**config.mk**
```make
export PLATFORM = sky130hd
export DESIGN_NAME = shared_io_port
export DESIGN_NICKNAME = d
export VERILOG_FILES = /design/src/gpio_pkg.sv /design/src/cn_if.sv /design/src/change_detect.sv /design/src/shared_io_port.sv
export SDC_FILE = /design/constraint.sdc
export NUM_CORES = 1
export LEC_CHECK = 0
export ABC_AREA = 1
export ABC_CLOCK_PERIOD_IN_PS = 2300
export BUFFER_PORTS_ARGS = -buffer_cell sky130_fd_sc_hd__buf_2
export CORE_MARGIN = 4
export CORE_UTILIZATION = 53
export DETAILED_ROUTE_END_ITERATION = 10
export PLACE_DENSITY_LB_ADDON = 0.05
export RECOVER_POWER = 100
export REMOVE_ABC_BUFFERS = 1
export SKIP_LAST_GASP = 1
export SYNTH_ARGS = -nofsm -noshare
export SYNTH_HDL_FRONTEND = slang
export SYNTH_SLANG_ARGS = --single-unit
export TNS_END_PERCENT = 10
```
**constraint.sdc**
```tcl
create_clock -name core_clk_in -period 2.3 [get_ports core_clk_in]
set_input_delay 0.23 -clock core_clk_in [delete_from_list [all_inputs] [get_ports core_clk_in]]
set_output_delay 0.23 -clock core_clk_in [all_outputs]
set_load 0.05 [all_outputs]
```
**src/gpio_pkg.sv**
```systemverilog
// Package of offsets, reset values and types for the shared I/O port.
package gpio_pkg;
	// ----------------------------------------------------------------
	// Register byte offsets.
	// ----------------------------------------------------------------
	localparam logic [7:0] OFF_DIR = 8'h00;
	localparam logic [7:0] OFF_LATCH = 8'h04;
	localparam logic [7:0] OFF_LEVEL = 8'h08;
	localparam logic [7:0] OFF_ODC = 8'h0C;
	localparam logic [7:0] OFF_ANALOG = 8'h10;
	localparam logic [7:0] OFF_CNEN_LO = 8'h14;
	localparam logic [7:0] OFF_CNEN_HI = 8'h18;
	localparam logic [7:0] OFF_PU_LO = 8'h1C;
	localparam logic [7:0] OFF_PU_HI = 8'h20;
	localparam logic [7:0] OFF_PD_LO = 8'h24;
	localparam logic [7:0] OFF_PD_HI = 8'h28;
	localparam logic [7:0] OFF_STATUS = 8'h2C;
	// ----------------------------------------------------------------
	// Field positions, sizes and reset values.
	// ----------------------------------------------------------------
	localparam int STAT_CHANGE_BIT = 0;
	localparam int STAT_RESTORE_BIT = 1;
	localparam int CN_LOW_BITS = 16;
	localparam int PORT_WIDTH_DEF = 16;
	localparam int CN_COUNT_DEF = 23;
	localparam logic [31:0] DIR_RESET = 32'hFFFFFFFF;
	localparam logic [31:0] ZERO_RESET = 32'h00000000;
	// ----------------------------------------------------------------
	// Bus slave states.
	// ----------------------------------------------------------------
	typedef enum logic [2:0] {
		BUS_IDLE = 3'b001,
		BUS_WRITE = 3'b010,
		BUS_READ = 3'b100
	} bus_state_t;
endpackage : gpio_pkg

```
**src/cn_if.sv**
```systemverilog
// Interface between the port and its change detector.
`timescale 1ns/100ps
interface cn_if #(parameter int N = 23);
	logic [N-1:0] level;
	logic [N-1:0] enable;
	logic change;
	modport owner(output level, output enable, input change);
	modport detector(input level, input enable, output change);
endinterface : cn_if

```
**src/change_detect.sv**
```systemverilog
// Change-of-state detector for the change-notification inputs.
`timescale 1ns/100ps
module change_detect #(
	parameter int N = 23
) (
	input wire logic core_clk_in, // System clock.
	input wire logic reset_in, // Synchronous reset, active high.
	cn_if.detector cn // Levels, enables and change pulse.
);
	logic [N-1:0] prev_ff;
	logic [N-1:0] nxt_prev;
	logic change_ff;
	logic nxt_change;

	// Compare each enabled input with its previous sample.
	always_comb begin
		nxt_prev = cn.level;
		nxt_change = |((cn.level ^ prev_ff) & cn.enable); // [RL22] [RL17]
	end

	// Register the samples and the one-cycle change pulse.
	always_ff @(posedge core_clk_in) begin
		if (reset_in) begin
			prev_ff <= '0;
			change_ff <= 1'b0;
		end else begin
			prev_ff <= nxt_prev;
			change_ff <= nxt_change;
		end
	end

	assign cn.change = change_ff;
endmodule : change_detect

```
**src/shared_io_port.sv**
```systemverilog
// Shared parallel I/O port with change notification, AHB-Lite slave.
//
// The AHB-Lite register port and the placing of the registers were decided locally.
`timescale 1ns/100ps
// Summary of operation
// RL1: Active enabled peripheral drives pin; port driver off, pin still readable.
// RL2: Enabled but idle peripheral leaves the pin to the port.
// RL3: Muxes pick data and enable owner; port output never loops to peripheral.
// RL4: Direction bit 1 means input, 0 means output.
// RL5: Reset sets every direction bit, making all pins inputs.
// RL6: Latch register reads the latch and writes the latch.
// RL7: Level register reads sampled pins; writes go to the latch.
// RL8: Unimplemented bits read zero in latch, direction and level.
// RL9: Pins shared only with input functions behave as plain port pins.
// RL10: Pins hold state through deep sleep until software clears restore.
// RL11: Per-pin open-drain bit makes that pin open-drain; the code ignores it while a busy peripheral owns the pin.
// RL12: Software keeps analog pins as inputs.
// RL13: Level reads return zero on analog-configured pins.
// RL14: Software waits one cycle between port write and read.
// RL15: Enabled input change raises an interrupt request.
// RL16: Up to 23 change inputs, numbered 0 to 22.
// RL17: Two enable registers select which change inputs interrupt.
// RL18: Two registers enable weak pull-ups per change input.
// RL19: Two registers enable weak pull-downs per change input.
// RL20: Software never enables pull-up and pull-down together.
// RL21: Software disables pulls on pins used as digital outputs.
// RL22: Change is a compare with last sample; one shared flag, software clears.
module shared_io_port #(
	parameter int WIDTH = gpio_pkg::PORT_WIDTH_DEF,
	parameter int CN_COUNT = gpio_pkg::CN_COUNT_DEF,
	parameter logic [31:0] IMPL_MASK = 32'h0000FFFF
) (
	input wire logic core_clk_in, // System clock.
	input wire logic reset_in, // Synchronous reset, active high.
	input wire logic hsel_in, // AHB slave select.
	input wire logic [31:0] haddr_in, // AHB address.
	input wire logic [1:0] htrans_in, // AHB transfer type.
	input wire logic hwrite_in, // AHB write.
	input wire logic [2:0] hsize_in, // AHB size, word only.
	input wire logic [31:0] hwdata_in, // AHB write data.
	input wire logic hready_in, // AHB bus ready.
	output logic [31:0] hrdata_out, // AHB read data.
	output logic hreadyout_out, // AHB slave ready.
	output logic hresp_out, // AHB response, always OKAY.
	input wire logic [WIDTH-1:0] pin_in, // Pad input levels.
	output logic [WIDTH-1:0] pin_out, // Pad output data.
	output logic [WIDTH-1:0] pin_oe_out, // Pad drive enable.
	input wire logic [WIDTH-1:0] periph_en_in, // Peripheral enabled.
	input wire logic [WIDTH-1:0] periph_oe_in, // Peripheral drives.
	input wire logic [WIDTH-1:0] periph_data_in, // Peripheral data.
	output logic [WIDTH-1:0] periph_din_out, // Pin level to peripheral.
	input wire logic [CN_COUNT-1:0] cn_in, // Change inputs.
	output logic [CN_COUNT-1:0] pullup_out, // Weak pull-up enables.
	output logic [CN_COUNT-1:0] pulldown_out, // Weak pull-downs.
	input wire logic deep_sleep_in, // Deep sleep active.
	output logic restore_out, // Pad hold active.
	output logic change_irq_out // Change interrupt request.
);
	localparam int CN_HI = CN_COUNT - gpio_pkg::CN_LOW_BITS;
	localparam logic [WIDTH-1:0] MASK = IMPL_MASK[WIDTH-1:0];

	// ----------------------------------------------------------------
	// Parameter checks.
	// ----------------------------------------------------------------
	if (WIDTH < 1 || WIDTH > 32) begin : g_bad_width
		$error("WIDTH must be 1 to 32");
	end
	if (CN_COUNT <= gpio_pkg::CN_LOW_BITS || CN_COUNT > 32) begin : g_bad_cn
		$error("CN_COUNT must be 17 to 32");
	end

	// ----------------------------------------------------------------
	// State.
	// ----------------------------------------------------------------
	gpio_pkg::bus_state_t bus_ff, nxt_bus;
	logic [7:0] addr_ff, nxt_addr;
	logic [31:0] hrdata_ff, nxt_hrdata;
	logic hready_ff, nxt_hready;
	logic [WIDTH-1:0] dir_ff, nxt_dir;
	logic [WIDTH-1:0] lat_ff, nxt_lat;
	logic [WIDTH-1:0] odc_ff, nxt_odc;
	logic [WIDTH-1:0] ana_ff, nxt_ana;
	logic [WIDTH-1:0] smp_ff, nxt_smp;
	logic [CN_COUNT-1:0] cnen_ff, nxt_cnen;
	logic [CN_COUNT-1:0] pu_ff, nxt_pu;
	logic [CN_COUNT-1:0] pd_ff, nxt_pd;
	logic [CN_COUNT-1:0] cnsmp_ff, nxt_cnsmp;
	logic flag_ff, nxt_flag;
	logic restore_ff, nxt_restore;
	logic [WIDTH-1:0] pad_ff, nxt_pad;
	logic [WIDTH-1:0] oe_ff, nxt_oe;
	logic [WIDTH-1:0] pdin_ff, nxt_pdin;
	logic [WIDTH-1:0] drv_data, drv_oe, port_drive;
	logic wr_now;
	logic [31:0] rd_val;

	cn_if #(.N(CN_COUNT)) cn ();

	change_detect #(.N(CN_COUNT)) u_detect (
		.core_clk_in(core_clk_in),
		.reset_in(reset_in),
		.cn(cn.detector)
	);

	assign cn.level = cnsmp_ff;
	assign cn.enable = cnen_ff;

	// Map an address onto a register slot; 0 means no register.
	function automatic logic [3:0] reg_slot(input logic [7:0] a);
		case (a)
			gpio_pkg::OFF_DIR: reg_slot = 4'h1;
			gpio_pkg::OFF_LATCH: reg_slot = 4'h2;
			gpio_pkg::OFF_LEVEL: reg_slot = 4'h3;
			gpio_pkg::OFF_ODC: reg_slot = 4'h4;
			gpio_pkg::OFF_ANALOG: reg_slot = 4'h5;
			gpio_pkg::OFF_CNEN_LO: reg_slot = 4'h6;
			gpio_pkg::OFF_CNEN_HI: reg_slot = 4'h7;
			gpio_pkg::OFF_PU_LO: reg_slot = 4'h8;
			gpio_pkg::OFF_PU_HI: reg_slot = 4'h9;
			gpio_pkg::OFF_PD_LO: reg_slot = 4'hA;
			gpio_pkg::OFF_PD_HI: reg_slot = 4'hB;
			gpio_pkg::OFF_STATUS: reg_slot = 4'hC;
			default: reg_slot = 4'h0;
		endcase
	endfunction : reg_slot

	// ----------------------------------------------------------------
	// Output multiplexers, one slice per pin.
	// ----------------------------------------------------------------
	// A busy peripheral wins the pin; an idle one hands it back.
	// Open drain only ever pulls low, so its data is always zero.
	for (genvar i = 0; i < WIDTH; i++) begin : g_pin
		logic own;
		assign own = periph_en_in[i] & periph_oe_in[i]; // [RL1] [RL2]
		// A pin whose peripheral never drives stays a plain port pin.
		assign port_drive[i] = MASK[i] & ~own & ~dir_ff[i]; // [RL4] [RL9]
		assign drv_data[i] = own ? periph_data_in[i] :
			(odc_ff[i] ? 1'b0 : lat_ff[i]); // [RL3] [RL11]
		assign drv_oe[i] = own | (port_drive[i] &
			(~odc_ff[i] | ~lat_ff[i])); // [RL3] [RL11]
	end

	// ----------------------------------------------------------------
	// Read data mux.
	// ----------------------------------------------------------------
	// Analog pins read as zero in the level register; unimplemented bits read as zero.
	always_comb begin
		rd_val = '0;
		case (reg_slot(addr_ff))
			4'h1: rd_val[WIDTH-1:0] = dir_ff & MASK; // [RL8]
			4'h2: rd_val[WIDTH-1:0] = lat_ff & MASK; // [RL6]
			4'h3: rd_val[WIDTH-1:0] = smp_ff & ~ana_ff & MASK; // [RL7] [RL13]
			4'h4: rd_val[WIDTH-1:0] = odc_ff;
			4'h5: rd_val[WIDTH-1:0] = ana_ff;
			4'h6: rd_val[15:0] = cnen_ff[15:0];
			4'h7: rd_val[CN_HI-1:0] = cnen_ff[CN_COUNT-1:16];
			4'h8: rd_val[15:0] = pu_ff[15:0];
			4'h9: rd_val[CN_HI-1:0] = pu_ff[CN_COUNT-1:16];
			4'hA: rd_val[15:0] = pd_ff[15:0];
			4'hB: rd_val[CN_HI-1:0] = pd_ff[CN_COUNT-1:16];
			4'hC: begin
				rd_val[gpio_pkg::STAT_CHANGE_BIT] = flag_ff;
				rd_val[gpio_pkg::STAT_RESTORE_BIT] = restore_ff;
			end
			default: rd_val = '0;
		endcase
	end

	// ----------------------------------------------------------------
	// Bus slave: writes take no wait state, reads one.
	// ----------------------------------------------------------------
	// The read wait lets a write just before it land first.
	always_comb begin
		nxt_bus = gpio_pkg::BUS_IDLE;
		nxt_addr = addr_ff;
		nxt_hready = 1'b1;
		nxt_hrdata = hrdata_ff;
		if (bus_ff == gpio_pkg::BUS_READ) begin
			nxt_hrdata = rd_val;
		end
		if (hsel_in && htrans_in[1] && hready_in) begin
			nxt_addr = haddr_in[7:0];
			case (hwrite_in)
				1'b1: nxt_bus = gpio_pkg::BUS_WRITE;
				1'b0: begin
					nxt_bus = gpio_pkg::BUS_READ;
					nxt_hready = 1'b0;
				end
				default: nxt_bus = gpio_pkg::BUS_IDLE;
			endcase
		end
	end

	assign wr_now = (bus_ff == gpio_pkg::BUS_WRITE);

	// ----------------------------------------------------------------
	// Register writes and flags.
	// ----------------------------------------------------------------
	// Set beats clear on the change flag and the restore bit.
	always_comb begin
		nxt_dir = dir_ff;
		nxt_lat = lat_ff;
		nxt_odc = odc_ff;
		nxt_ana = ana_ff;
		nxt_cnen = cnen_ff;
		nxt_pu = pu_ff;
		nxt_pd = pd_ff;
		nxt_flag = flag_ff;
		nxt_restore = restore_ff;
		if (wr_now) begin
			case (reg_slot(addr_ff))
				4'h1: nxt_dir = hwdata_in[WIDTH-1:0] & MASK; // [RL4] [RL8]
				4'h2: nxt_lat = hwdata_in[WIDTH-1:0] & MASK; // [RL6]
				4'h3: nxt_lat = hwdata_in[WIDTH-1:0] & MASK; // [RL7]
				4'h4: nxt_odc = hwdata_in[WIDTH-1:0] & MASK; // [RL11]
				4'h5: nxt_ana = hwdata_in[WIDTH-1:0] & MASK;
				4'h6: nxt_cnen[15:0] = hwdata_in[15:0]; // [RL17]
				4'h7: nxt_cnen[CN_COUNT-1:16] = hwdata_in[CN_HI-1:0];
				4'h8: nxt_pu[15:0] = hwdata_in[15:0]; // [RL18]
				4'h9: nxt_pu[CN_COUNT-1:16] = hwdata_in[CN_HI-1:0];
				4'hA: nxt_pd[15:0] = hwdata_in[15:0]; // [RL19]
				4'hB: nxt_pd[CN_COUNT-1:16] = hwdata_in[CN_HI-1:0];
				4'hC: begin
					if (hwdata_in[gpio_pkg::STAT_CHANGE_BIT]) begin
						nxt_flag = 1'b0; // [RL22]
					end
					if (!hwdata_in[gpio_pkg::STAT_RESTORE_BIT]) begin
						nxt_restore = 1'b0; // [RL10]
					end
				end
				default: nxt_flag = flag_ff;
			endcase
		end
		if (cn.change) begin
			nxt_flag = 1'b1; // [RL15] [RL22]
		end
		if (deep_sleep_in) begin
			nxt_restore = 1'b1; // [RL10]
		end
	end

	// ----------------------------------------------------------------
	// Pad and sample path.
	// ----------------------------------------------------------------
	// While restore is set the pads keep their last drive.
	always_comb begin
		nxt_smp = pin_in;
		nxt_cnsmp = cn_in; // [RL16]
		nxt_pad = restore_ff ? pad_ff : drv_data; // [RL10]
		nxt_oe = restore_ff ? oe_ff : (drv_oe & MASK); // [RL10] [RL8]
		nxt_pdin = pin_in & ~port_drive; // [RL3]
	end

	// Register every group of state.
	always_ff @(posedge core_clk_in) begin
		if (reset_in) begin
			bus_ff <= gpio_pkg::BUS_IDLE;
			addr_ff <= 8'h00;
			hrdata_ff <= gpio_pkg::ZERO_RESET;
			hready_ff <= 1'b1;
			dir_ff <= gpio_pkg::DIR_RESET[WIDTH-1:0] & MASK; // [RL5]
			lat_ff <= '0;
			odc_ff <= '0;
			ana_ff <= '0;
			smp_ff <= '0;
			cnen_ff <= '0;
			pu_ff <= '0;
			pd_ff <= '0;
			cnsmp_ff <= '0;
			flag_ff <= 1'b0;
			restore_ff <= 1'b0;
			pad_ff <= '0;
			oe_ff <= '0;
			pdin_ff <= '0;
		end else begin
			bus_ff <= nxt_bus;
			addr_ff <= nxt_addr;
			hrdata_ff <= nxt_hrdata;
			hready_ff <= nxt_hready;
			dir_ff <= nxt_dir;
			lat_ff <= nxt_lat;
			odc_ff <= nxt_odc;
			ana_ff <= nxt_ana;
			smp_ff <= nxt_smp;
			cnen_ff <= nxt_cnen;
			pu_ff <= nxt_pu;
			pd_ff <= nxt_pd;
			cnsmp_ff <= nxt_cnsmp;
			flag_ff <= nxt_flag;
			restore_ff <= nxt_restore;
			pad_ff <= nxt_pad;
			oe_ff <= nxt_oe;
			pdin_ff <= nxt_pdin;
		end
	end

	// Outputs come straight from flip-flops, except hresp_out, which is tied to OKAY.
	assign hrdata_out = hrdata_ff;
	assign hreadyout_out = hready_ff;
	assign hresp_out = 1'b0;
	assign pin_out = pad_ff;
	assign pin_oe_out = oe_ff;
	assign periph_din_out = pdin_ff;
	assign pullup_out = pu_ff; // [RL18]
	assign pulldown_out = pd_ff; // [RL19]
	assign restore_out = restore_ff;
	assign change_irq_out = flag_ff; // [RL15]
endmodule : shared_io_port

```
==> out/qor.csv <==
stage,metric,value,unit
setup_path,CP max FO,16,
logic_synthesis,most frequent cell after synthesis,dfxtp_1,
cts,later-pin clock latency in the skew report,0.55,ns
grt,gr ovfl total,0,
floorplanning,initial core utilization,54.71,%
floorplanning,# IOs,292,
detailed_routing,DR pass1 iterations,5,
timing,relative slew slack,-21.64,%
grt,vias in the first global route,9903,
logic_synthesis,Synth async-reset ratio,0,%
grt,largest net degree at the start of global routing,95,
place,RePlAce Congestion,0.9181,
detailed_routing,DRC,0,
floorplanning,row cnt,52,
logic_synthesis,register area share after synthesis,48.92,%
cts,clk root buf,clkbuf_16,
logic_synthesis,Yosys reg bits,274,
setup_path,Crit-path slowest cell,dfxtp_1,
floorplanning,die area,0.02355,mm^2
timing,Highest Clock Rate,487.9,MHz
setup_path,crit-path cells,nand2_1 > nor2_8 > nand2_4 > nand2_8 > nand2_8 > nor3b_4 > nand2_2 > a221oi_1,
logic_synthesis,Post-synth top cells,"274 x dfxtp_1, 197 x inv_1, 191 x nand2_1, 187 x o21ai_0, 158 x a21oi_1",
timing,Tightest Pin Transition,1.825,ns
timing,Final period util,89.12,%
detailed_routing,final wirelength,33800,um
timing,endpoints failing hold,0,
logic_synthesis,"top cells by area, synth","dfxtp_1 49%, o21ai_0 8.3%, a21oi_1 7.1%",
timing,max-slew violations,90,
final_layout,nets,1925,
cts,clock sink count,274,
detailed_routing,violation count after the first detailed-route iteration,791,
final_layout,register area,0.005485,mm^2
place,IO Port Bufs,230,
timing,Worst Clk Skew,0.01618,ns
cts,cts bufs inserted,29,
status,status,"finished, violations left",
timing,final worst slack,0.2502,ns
final_layout,Final Util,69.04,%
place,Place WS,0.2491,ns
floorplanning,die span in y,153.4,um
logic_synthesis,warnings from Yosys,0,
logic_synthesis,post-synth top area share,48.92,%
detailed_routing,DR WL/cell,16.47,um
setup_path,CP Data Arrival Time,2.47,ns
logic_synthesis,mapped cell area,0.01121,mm^2
power,PD cells,756.9,mW/mm^2
cts,CTS tree,done,
logic_synthesis,Post-synth EDFFs,0,
place,post-detail-place hpwl,22620,um
final_layout,area of the multi-input gates,0.004546,mm^2
final_layout,fillcell total,1800,
grt,first-pass GRT wire length,52380,um
setup_path,Worst setup EP type,register,
logic_synthesis,Synth area leader,dfxtp_1,
floorplanning,core area,0.02049,mm^2
hold_path,Hold WC Path Type,primary input to register,
setup_path,"delay-heaviest family, CP",simple AND/OR/NAND/NOR gates,
setup_path,WP data required,2.72,ns
logic_synthesis,Post-Synthesis Cells,1468,
cts,clk slew on worst S/H paths,0.06,ns
power,P_leak,5.761,nW
detailed_routing,vias,10820,
cts,H-tree depth,1,
timing,final setup vio count,0,
timing,Final min period,2.050,ns
setup_path,Worst setup SP type,register,
cts,Bufs on Longest Clock Path,3,
setup_path,largest stage delay on the critical path,0.36,ns
timing,unrepaired setup endpoints after global routing,no,
final_layout,Layout area overhead,26.19,%
job,Max-Cap Viols,1,
logic_synthesis,Syn Area/Cell,7.638,um^2
floorplanning,Die Span X,153.4,um
grt,global-route usage over all layers,27.27,%
final_layout,Ant. Diodes,0,
detailed_routing,DR vias/cell,5.271,
power,Max IR drop VDD,0.0006263,V
logic_synthesis,Main synth FF type,dfxtp_1,
setup_path,Most Frequent Cell on Critical Path,nand2_8,
grt,initial antenna violation count,1,
setup_path,count of buffer and inverter cells on the critical path,0,
setup_path,Crit Path Class,register to register,
detailed_routing,ANT nets after route,0,
final_layout,fraction of layout instances using a drive strength above 1,12.00,%
logic_synthesis,Yosys cell types,45,
status,violated checks,"max-capacitance violations, max-slew violations",
==> worst min-delay path, stage by stage <==
cell and delay [ns]:
buf_2 0.07, o21ai_0 0.09, a21oi_1 0.11
==> path summary, 6_finish.rpt <==
check	startpoint	to	slack, ns	cells after the start
hold / removal	haddr_in[2]	addr_ff[2]	0.001	3
setup / recovery	addr_ff[2]	pulldown_out[1]	0.25	8
setup reg to reg	addr_ff[2]	pulldown_out[1]	0.25	8
hold reg to reg	cn.level[0]	u_detect.prev_ff[0]	0.43	2
==> routing by layer <==
metal | wire, um | vias to the layer above | global-route usage, %
li1 | - | 5421 | -
met1 | 14550 | 4913 | 37.54
met2 | 15270 | 423 | 44.21
met3 | 3079 | 63 | 5.400
met4 | 890 | 2 | 7.149
met5 | 11 | - | 0
==> metrics by stage <==
step / area, um^2 / hold slack (ns) / setup TNS, ns / total power, mW / cells
2_1_floorplan: 10840 / 0.2962 / -13.15 / 5.629 / 1392
3_3_place_gp: 12620 / 0.4193 / 0 / 5.992 / 1924
3_5_place_dp: 12620 / 0.4217 / 0 / 6.002 / 1924
4_1_cts: 14380 / 0.001017 / 0 / 10.78 / 2053
5_1_grt: 14150 / 0.02237 / 0 / 11.06 / 2053
6_report: 14150 / 0.001416 / 0 / 10.71 / 2053
==> power by group <==
group	internal (mW)	switching, mW	leakage, nW	total [mW]
clock	2.87	1.85	0.481	4.72
combinational	0.343	0.728	3.05	1.07
sequential	4.87	0.0541	2.23	4.92
total	8.08	2.63	5.76	10.7
==> placed cells by master (no fill, tap or decap), types with 2 or more instances in the layout <==
cell           count
inv_1            201
o21bai_1           7
o21ai_0          189
buf_2            116
nor2_2             3
nand2_1          192
nand2_2            4
nand4_1           16
nor3_1             2
nor2_1           115
o311ai_0           2
clkbuf_8           7
a21boi_0          16
buf_12             2
bufinv_16          3
buf_4             22
nor2_4             2
conb_1            17
a21oi_1          158
inv_2              5
o21ai_1            4
a31oi_1           17
dfxtp_1          274
clkbuf_16         29
nor4_1             2
nand2_8            2
o22ai_1           26
dlygate4sd3_1     78
clkinv_2           4
o211ai_1          15
xnor2_1            2
nand3b_1          19
clkbuf_1         122
nand3_1           81
a221oi_1           7
clkbuf_2           5
a21o_1             2
a211oi_1           3
==> area by class of cell <==
type                       instances  share of cell area, %
clock inverter                     9                 0.9020
multi-input combinational        912                  32.13
tap                              270                  2.388
clock buffer                      42                  5.969
sequential                       274                  38.77
timing repair buffer             340                  14.38
inverter                         206                  5.465
==> repair_timing <==
item                                   CTS  global route
buffers inserted                         0             0
endpoints found under the hold margin   78             0
setup endpoints to repair                0             0
hold buffers                            78             0
resized for setup                        0             0
==> flip-flops by register name (all words and copies together) (netlist names) <==
| signal | count |
|---|---|
| pin_oe_out | 16 |
| hrdata_out | 16 |
| ana_ff | 16 |
| odc_ff | 16 |
| cn.enable | 23 |
| lat_ff | 16 |
| pin_out | 16 |
| pullup_out | 23 |
| smp_ff | 16 |
| pulldown_out | 23 |
| bus_ff | 3 |
| u_detect.cn.change | 1 |
| periph_din_out | 16 |
| cn.level | 23 |
| change_irq_out | 1 |
| restore_out | 1 |
| u_detect.prev_ff | 23 |
| addr_ff | 8 |
| hreadyout_out | 1 |
| dir_ff | 16 |
==> cell families after synthesis <==
| kind of cell | share of synthesized area [%] |
|---|---|
| xor gates and xnor gates | 0.1563 |
| AOI/OAI and AO/OA | 21.93 |
| buffers and inverters | 10.77 |
| other | 0.03345 |
| DFF | 48.92 |
| and+or+nand+nor | 18.19 |
Power figures use the tool's default switching activity.
